<file path="src/core/ssp_pkg.sv">
/*
 Register map, field positions, reset values and timing constants of the
 serial port data/status/prescale block. Assumes a 32-bit register port.
*/
package ssp_pkg;
   localparam logic [31:0] SSP_DATA_ADDR    = 32'h4004_0008;
   localparam logic [31:0] SSP_FLAGS_ADDR   = 32'h4004_000C;
   localparam logic [31:0] SSP_PREDIV_ADDR  = 32'h4004_0010;
   localparam logic [31:0] SSP_IEN_ADDR     = 32'h4004_0014;
   localparam logic [31:0] SSP_IRQ_ST_ADDR  = 32'h4004_0018;
   localparam logic [31:0] SSP_IRQ_CLR_ADDR = 32'h4004_0020;

   localparam int FLAG_TX_EMPTY = 0;
   localparam int FLAG_TX_ROOM  = 1;
   localparam int FLAG_RX_DATA  = 2;
   localparam int FLAG_RX_FULL  = 3;
   localparam int FLAG_ACTIVE   = 4;

   localparam int IRQ_OVERRUN   = 0;
   localparam int IRQ_TIMEOUT   = 1;
   localparam int IRQ_RX_HALF   = 2;
   localparam int IRQ_TX_HALF   = 3;

   localparam logic [7:0] PREDIV_RESET = 8'h00;
   localparam logic [3:0] IEN_RESET    = 4'h0;
   localparam logic [3:0] IRQ_RESET    = 4'h0;

   localparam int PREDIV_MIN   = 2;
   localparam int PREDIV_MAX   = 254;
   localparam int TIMEOUT_BITS = 32;
   localparam int TIMEOUT_EDGES = 2 * TIMEOUT_BITS;

   typedef enum logic {SSP_IDLE, SSP_SHIFT} ssp_state_t;
endpackage : ssp_pkg

</file>
<file path="src/core/ssp_core.sv">
/*
 Serial port data path: transmit and receive FIFOs, status flags, clock
 prescaler, master shifter (clock idle low, sample on rising edge) and
 interrupt logic. Assumes register strobes synchronous to sys_clk_i and
 frame length and rate factor held steady while frames are in flight.
*/
// Decided for this implementation: the plain strobed port.
// Contract
// software writes data only while transmit-room flag is one
// frame written into empty FIFO with idle shifter starts at once
// software right-aligns transmit frames shorter than sixteen bits
// data read with receive data present returns and removes oldest frame
// short received frames are bit-zero aligned, upper bits zero
// flag 0 means transmit FIFO empty, flag 1 zero only when full
// flag 2 means receive data present, flag 3 means receive FIFO full
// flag 4 high while shifting or transmit FIFO holds data
// status register is read only
// predivider is even 2..254, bit 0 reads zero, resets zero
// clock divided by predivider then by rate factor plus one gives bit clock
// enable bit 0 gates overrun; full FIFO overwrites newest frame
// enable bit 1 gates timeout after 32 unread bit periods
// enable bit 2 gates receive FIFO at least half full
// enable bit 3 gates transmit FIFO at least half empty
// bit rate is clock over predivider times rate factor plus one
// writing one to a clear bit clears overrun or timeout
// both FIFOs hold eight sixteen-bit frames, thresholds from depth
`timescale 1ns/1ps
module ssp_core
   import ssp_pkg::*;
#(
   parameter int DEPTH = 8,
   parameter int WIDTH = 16
)
(
   input  wire logic        sys_clk_i,
   input  wire logic        reset_n_i,
   input  wire logic [31:0] reg_addr_i,
   input  wire logic [31:0] reg_wdata_i,
   input  wire logic        reg_wr_i,
   input  wire logic        reg_rd_i,
   output logic      [31:0] reg_rdata_o,
   input  wire logic [7:0]  serial_rate_factor_i,
   input  wire logic [4:0]  frame_bits_i,
   input  wire logic        miso_i,
   output logic             mosi_o,
   output logic             sclk_o,
   output logic             ssel_n_o,
   output logic             irq_o
);
   localparam int AW = $clog2(DEPTH);
   localparam logic [AW:0] CNT_FULL = (AW + 1)'(DEPTH);
   localparam logic [AW:0] CNT_HALF = (AW + 1)'(DEPTH / 2);
   localparam logic [6:0]  TO_LAST  = 7'(TIMEOUT_EDGES - 1);

   if (DEPTH < 2 || (1 << AW) != DEPTH || WIDTH < 4 || WIDTH > 16)
   begin : g_param_check
      $error("ssp_core: DEPTH must be a power of two, WIDTH 4..16");
   end

   logic [WIDTH-1:0] tx_mem [DEPTH];
   logic [WIDTH-1:0] rx_mem [DEPTH];
   logic [AW-1:0]    tx_rd;
   logic [AW-1:0]    tx_wr;
   logic [AW:0]      tx_cnt;
   logic [AW-1:0]    rx_rd;
   logic [AW-1:0]    rx_wr;
   logic [AW:0]      rx_cnt;
   logic [7:0]       predivide_value;
   logic [3:0]       interrupt_enables;
   logic [3:0]       irq_status;
   logic [7:0]       pre_cnt;
   logic [7:0]       rate_cnt;
   logic [6:0]       to_cnt;
   ssp_state_t       state;
   logic [WIDTH-1:0] tx_shift;
   logic [WIDTH-1:0] rx_shift;
   logic [4:0]       bits_left;
   logic             sclk;

   logic tx_empty_flag;
   logic tx_fifo_room_flag;
   logic rx_fifo_has_data_flag;
   logic rx_fifo_full_flag;
   logic shifter_active_flag;
   logic [4:0] serial_fifo_flags;
   logic data_sel;
   logic tx_push;
   logic tx_pop;
   logic rx_pop;
   logic rx_push;
   logic rx_overrun;
   logic pre_tick;
   logic edge_tick;
   logic timeout_hit;
   logic [3:0] irq_events;
   logic [3:0] irq_clear;
   logic [3:0] next_irq_status;

   assign data_sel              = (reg_addr_i == SSP_DATA_ADDR);
   assign tx_empty_flag         = (tx_cnt == '0);
   assign tx_fifo_room_flag     = (tx_cnt != CNT_FULL);
   assign rx_fifo_has_data_flag = (rx_cnt != '0);
   assign rx_fifo_full_flag     = (rx_cnt == CNT_FULL);
   assign shifter_active_flag   = (state == SSP_SHIFT) || !tx_empty_flag;
   assign serial_fifo_flags     = {shifter_active_flag, rx_fifo_full_flag,
                                   rx_fifo_has_data_flag, tx_fifo_room_flag,
                                   tx_empty_flag};

   // writes while full are dropped; software is expected to test room first
   assign tx_push = reg_wr_i && data_sel && tx_fifo_room_flag;
   assign tx_pop  = (state == SSP_IDLE) && !tx_empty_flag;
   assign rx_pop  = reg_rd_i && data_sel && rx_fifo_has_data_flag;

   always_ff @(posedge sys_clk_i)
   begin
      if (!reset_n_i)
      begin
         tx_rd  <= '0;
         tx_wr  <= '0;
         tx_cnt <= '0;
      end
      else
      begin
         if (tx_push)
         begin
            tx_mem[tx_wr] <= reg_wdata_i[WIDTH-1:0];
            tx_wr         <= tx_wr + 1'b1;
         end
         if (tx_pop)
            tx_rd <= tx_rd + 1'b1;
         if (tx_push && !tx_pop)
            tx_cnt <= tx_cnt + 1'b1;
         else if (tx_pop && !tx_push)
            tx_cnt <= tx_cnt - 1'b1;
      end
   end

   // full FIFO with no pop this cycle: newest entry is overwritten
   assign rx_overrun = rx_push && rx_fifo_full_flag && !rx_pop;

   always_ff @(posedge sys_clk_i)
   begin
      if (!reset_n_i)
      begin
         rx_rd  <= '0;
         rx_wr  <= '0;
         rx_cnt <= '0;
      end
      else
      begin
         if (rx_overrun)
            rx_mem[rx_wr - 1'b1] <= rx_shift;
         else if (rx_push)
         begin
            rx_mem[rx_wr] <= rx_shift;
            rx_wr         <= rx_wr + 1'b1;
         end
         if (rx_pop)
            rx_rd <= rx_rd + 1'b1;
         if (rx_push && !rx_overrun && !rx_pop)
            rx_cnt <= rx_cnt + 1'b1;
         else if (rx_pop && !rx_push)
            rx_cnt <= rx_cnt - 1'b1;
      end
   end

   always_ff @(posedge sys_clk_i)
   begin
      if (!reset_n_i)
         predivide_value <= PREDIV_RESET;
      else if (reg_wr_i && reg_addr_i == SSP_PREDIV_ADDR)
         predivide_value <= {reg_wdata_i[7:1], 1'b0};
   end

   always_ff @(posedge sys_clk_i)
   begin
      if (!reset_n_i)
         interrupt_enables <= IEN_RESET;
      else if (reg_wr_i && reg_addr_i == SSP_IEN_ADDR)
         interrupt_enables <= reg_wdata_i[3:0];
   end

   // half-period ticks: predivide/2 clocks, so two edges take the full divisor;
   // a divisor below 2 stops the bit clock altogether;
   // >= rather than ==: a smaller divisor or factor written mid-count
   // takes effect at once instead of waiting for an 8-bit wrap
   assign pre_tick  = (predivide_value[7:1] != 7'h00) &&
                      (pre_cnt >= {1'b0, predivide_value[7:1]} - 8'h01);
   assign edge_tick = pre_tick && (rate_cnt >= serial_rate_factor_i);

   always_ff @(posedge sys_clk_i)
   begin
      if (!reset_n_i)
      begin
         pre_cnt  <= 8'h00;
         rate_cnt <= 8'h00;
      end
      else
      begin
         pre_cnt <= pre_tick ? 8'h00 : pre_cnt + 8'h01;
         if (edge_tick)
            rate_cnt <= 8'h00;
         else if (pre_tick)
            rate_cnt <= rate_cnt + 8'h01;
      end
   end

   assign rx_push = (state == SSP_SHIFT) && edge_tick && sclk && (bits_left == 5'h01);

   always_ff @(posedge sys_clk_i)
   begin
      if (!reset_n_i)
      begin
         state     <= SSP_IDLE;
         tx_shift  <= '0;
         rx_shift  <= '0;
         bits_left <= 5'h00;
         sclk      <= 1'b0;
      end
      else
      begin
         case (state)
            SSP_IDLE:
            begin
               if (tx_pop)
               begin
                  // left-align so the first bit out is always the top flop
                  tx_shift  <= tx_mem[tx_rd] << (5'(WIDTH) - frame_bits_i);
                  rx_shift  <= '0;
                  bits_left <= frame_bits_i;
                  state     <= SSP_SHIFT;
               end
            end
            SSP_SHIFT:
            begin
               if (edge_tick)
               begin
                  sclk <= !sclk;
                  if (!sclk)
                     rx_shift <= {rx_shift[WIDTH-2:0], miso_i};
                  else if (bits_left == 5'h01)
                     state <= SSP_IDLE;
                  else
                  begin
                     tx_shift  <= tx_shift << 1;
                     bits_left <= bits_left - 5'h01;
                  end
               end
            end
            default:
               state <= SSP_IDLE;
         endcase
      end
   end

   assign mosi_o   = tx_shift[WIDTH-1];
   assign sclk_o   = sclk;
   assign ssel_n_o = (state != SSP_SHIFT);

   // timeout counts clock edges, two per bit, while unread data waits
   assign timeout_hit = edge_tick && (to_cnt == TO_LAST) && rx_fifo_has_data_flag;

   always_ff @(posedge sys_clk_i)
   begin
      if (!reset_n_i)
         to_cnt <= 7'h00;
      else if (!rx_fifo_has_data_flag || rx_pop)
         to_cnt <= 7'h00;
      else if (edge_tick && to_cnt <= TO_LAST)
         to_cnt <= to_cnt + 7'h01;
   end

   assign irq_events[IRQ_OVERRUN] = rx_overrun;
   assign irq_events[IRQ_TIMEOUT] = timeout_hit;
   assign irq_events[IRQ_RX_HALF] = (rx_cnt >= CNT_HALF);
   assign irq_events[IRQ_TX_HALF] = ((CNT_FULL - tx_cnt) >= CNT_HALF);
   assign irq_clear = (reg_wr_i && reg_addr_i == SSP_IRQ_CLR_ADDR) ?
                      reg_wdata_i[3:0] : 4'h0;
   // a new event wins over a clear in the same cycle
   assign next_irq_status = (irq_status & ~irq_clear) | irq_events;

   always_ff @(posedge sys_clk_i)
   begin
      if (!reset_n_i)
         irq_status <= IRQ_RESET;
      else
         irq_status <= next_irq_status;
   end

   assign irq_o = |(irq_status & interrupt_enables);

   // read data lives for exactly the cycle after the strobe
   always_ff @(posedge sys_clk_i)
   begin
      if (!reset_n_i)
         reg_rdata_o <= 32'h0000_0000;
      else if (!reg_rd_i)
         reg_rdata_o <= 32'h0000_0000;
      else
      begin
         case (reg_addr_i)
            SSP_DATA_ADDR:
               reg_rdata_o <= rx_fifo_has_data_flag ?
                              32'(rx_mem[rx_rd]) : 32'h0000_0000;
            SSP_FLAGS_ADDR:  reg_rdata_o <= 32'(serial_fifo_flags);
            SSP_PREDIV_ADDR: reg_rdata_o <= {24'h00_0000, predivide_value};
            SSP_IEN_ADDR:    reg_rdata_o <= {28'h000_0000, interrupt_enables};
            SSP_IRQ_ST_ADDR: reg_rdata_o <= {28'h000_0000, irq_status};
            default:         reg_rdata_o <= 32'h0000_0000;
         endcase
      end
   end
endmodule : ssp_core

</file>
<file path="config.mk">
export PLATFORM = sky130hd
export DESIGN_NAME = ssp_core
export DESIGN_NICKNAME = d
export VERILOG_FILES = /design/src/core/ssp_pkg.sv /design/src/core/ssp_core.sv
export SDC_FILE = /design/constraint.sdc
export NUM_CORES = 1
export LEC_CHECK = 0
export BUFFER_PORTS_ARGS = -buffer_cell sky130_fd_sc_hd__buf_2
export CAP_MARGIN = 15
export CORE_AREA = 2 2 169 171
export CTS_CLUSTER_DIAMETER = 80
export DETAILED_ROUTE_END_ITERATION = 8
export DIE_AREA = 0 0 171 173
export PLACE_DENSITY_LB_ADDON = 0.2
export SLEW_MARGIN = 40
export SYNTH_ARGS = -nofsm -noshare
export SYNTH_HDL_FRONTEND = slang
export SYNTH_SLANG_ARGS = --single-unit
</file>
<file path="constraint.sdc">
create_clock -name sys_clk_i -period 9.2 [get_ports sys_clk_i]
set_input_delay 1.84 -clock sys_clk_i [delete_from_list [all_inputs] [get_ports sys_clk_i]]
set_output_delay 1.84 -clock sys_clk_i [all_outputs]
set_load 0.05 [all_outputs]
</file>
==> impl_metrics.json <==
{
  "seq_area_um2": 10100,
  "nNetsFinal": 1427,
  "status": "complete, no violations",
  "synthArstFlopShare": 0,
  "endpoint_kind": "flop",
  "startpoint_type": "input pin",
  "arrival_ns": 5.36,
  "fillCellCount": 2026,
  "mostFrequentLayoutCell": "edfxtp_1",
  "core_um2": 27600,
  "area_growth_pct": 12.5,
  "final_cell_mix": "edfxtp_1 (256), dfxtp_1 (116), nor2_1 (87), nand2_1 (85), buf_2 (85)",
  "leakagePower_nw": 6.73,
  "synth_top_family_by_area": "multiplexers",
  "dr.pass1.iters": 5,
  "yosysSeqAreaShare": 0.616,
  "vdd_drop_max_mv": 0.116,
  "syn_area_um2": 16400,
  "synth_xor_area_frac": 0.0209,
  "muxShareOfSynthArea": 0.117,
  "synth.distinct_cells": 84,
  "synth_warnings": 0,
  "fin_crit_sh": 0.535,
  "drv_slew": 0,
  "synthAdderAreaFrac": 0.0277,
  "grt_pass1_vias": 9884,
  "path_class": "input pin to flop",
  "tns_ns": 0,
  "crit_buf_inv": 2,
  "clk_pin_slew_worst_paths_ns": 0.06,
  "rsz0062_at_grt": "no",
  "cts_tree": "yes",
  "die_w_um": 171,
  "post_cts_buffers": 0,
  "antenna_found_initial": 0,
  "layout-drive-gt1-share": 0.195,
  "final_antenna_net_count": 0,
  "clock_latency_ns": 0.52,
  "cts.repair.resized": 0,
  "path_cells": "buf_2 -> inv_1 -> ha_1 -> nand2_1 -> o21ai_0 -> a21oi_1 -> nor3_2 -> and4_1 -> nand3_1 -> ha_1 -> a21o_1 -> a21oi_1 -> mux2i_1 -> mux2i_1",
  "ys_seq_elements": 375,
  "overflow": 0,
  "holdBufCountCts": 0,
  "maxCapViolations": 0,
  "worst_path_largest_cell_delay_ns": 0.76,
  "cp_max_fo": 15,
  "cts_root_buffer": "clkbuf_16",
  "drcViolationCount": 0,
  "hold_path_class": "flop to flop",
  "worst_pin_slew_ns": 0.827,
  "rows": 61,
  "die_area_um2": 29600,
  "synth_compound_area_frac": 0.0789,
  "yosys-top-cells-area": "edfxtp_1 (47%), dfxtp_1 (15%), mux4_2 (6.5%)",
  "cts_made_buffers": 39,
  "via_per_inst": 5.95,
  "hpwl_um": 20400,
  "synth-simple-area-share": 0.108,
  "port_buffers": 85,
  "via_count": 10208,
  "min_period_ns": 4.92,
  "diodes": 0,
  "synth_cells": 1216,
  "synth_area_leader_cell": "edfxtp_1",
  "fmaxAchievable_mhz": 203,
  "cts.sinks": 375,
  "cp.required_ns": 9.64,
  "drt-total-wl_um": 33100,
  "grt_max_degree": 94,
  "slew_headroom": 0.448,
  "synth_edf_count": 256,
  "die_h_um": 173,
  "postSynthAreaPerCell_um2": 13.5,
  "powerDensity_nw_per_um2": 219,
  "avgRoutedWirePerCell_um": 19.3,
  "power.total_mw": 4.04,
  "drt_iter0_drc": 819,
  "htreeDepth": 2,
  "cpMaxStageDelayCell": "and4_1",
  "track_usage": 0.225,
  "io_pins": 118,
  "finalHoldViolations": 0,
  "finalSetupViolCount": 0,
  "clock_path_buffers": 3,
  "grt_pass1_wl_um": 52300,
  "critPathTopFamily": "simple AND/OR/NAND/NOR gates",
  "multiInputGateArea_um2": 5850,
  "gp_congestion": 0.845,
  "skew_ns": 0.0140,
  "synth_ff_type": "edfxtp_1",
  "initial_core_util": 0.592,
  "synth_top_area_share": 0.470
}
## power breakdown
| part | leakage [nW] | switching (mW) | internal [mW] |
|---|---|---|---|
| combinational | 2.51 | 0.386 | 0.239 |
| sequential | 3.61 | 0.0340 | 1.84 |
| clock | 0.614 | 0.615 | 0.929 |
| total | 6.73 | 1.03 | 3.00 |
## worst reg2reg max path, delay by kind of cell (launching register included)
family	cells	cell delay (ns)
simple gates	8	2.78
fa+ha+maj	2	0.66
compound gates	3	0.46
mux	2	0.43
flops	1	0.37
## flip-flops by register name (all words and copies together) (netlist names), 5 cells and up, named ones only
register / cells
tx_shift: 16
rate_cnt: 8
bits_left: 5
to_cnt: 7
predivide_value: 7
pre_cnt: 8
reg_rdata_o: 16
tx_mem: 128
rx_mem: 128
rx_shift: 16
## worst paths after layout
check	to	slack, ns	startpoint	cells after the start
min reg2reg	to_cnt[6]	0.45	to_cnt[6]	2
max reg2reg	rx_cnt[3]	4.43	predivide_value[3]	15
min	to_cnt[6]	0.45	to_cnt[6]	2
max	rx_cnt[3]	4.28	serial_rate_factor_i[2]	14
## through the flow
step,setup slack [ns],hold slack (ns),cells,instance area (um2),util
2_1_floorplan,3.90,0.426,1231,16400,-
3_3_place_gp,3.78,0.436,1647,17100,0.620
3_5_place_dp,3.78,0.440,1647,17100,0.620
4_1_cts,4.31,0.450,1717,18400,0.666
5_1_grt,3.90,0.479,1717,18400,0.666
6_report,4.28,0.446,1717,18400,0.666
## cells in the mapped netlist (27+ instances only)
cell / number
mux4_2: 47
nand3_1: 56
o21ai_0: 35
ha_1: 33
a21oi_1: 39
dfxtp_1: 119
a21boi_0: 35
edfxtp_1: 256
inv_1: 27
mux2i_1: 53
nand2_1: 85
nor2_1: 87
clkbuf_1: 28
## final cells by class
type | instances | share of cell area
multi-input cells | 752 | 0.318
flip-flops and latches | 375 | 0.547
inverters | 31 | 0.00632
clock buffers | 49 | 0.0576
well taps | 378 | 0.0257
repair buffers | 111 | 0.0339
clock inverters | 21 | 0.0111
## kinds of logic (layout without fill, tap and decap cells)
kind of cell,Yosys count,after routing
other,1,16
xor gates and xnor gates,39,39
AOI/OAI and AO/OA,191,191
muxes,125,125
adders and majority gates,35,35
DFF,375,375
and+or+nand+nor,346,346
buffers and inverters,104,212
## layer usage
metal | GRT usage | vias up | wire length [um]
li1 | - | 4770 | -
met2 | 0.361 | 367 | 15600
met4 | 0.0505 | 0 | 549
met1 | 0.327 | 5017 | 14700
met5 | 0 | - | 0
met3 | 0.0359 | 54 | 2260
(Power assumes the default switching activity.)
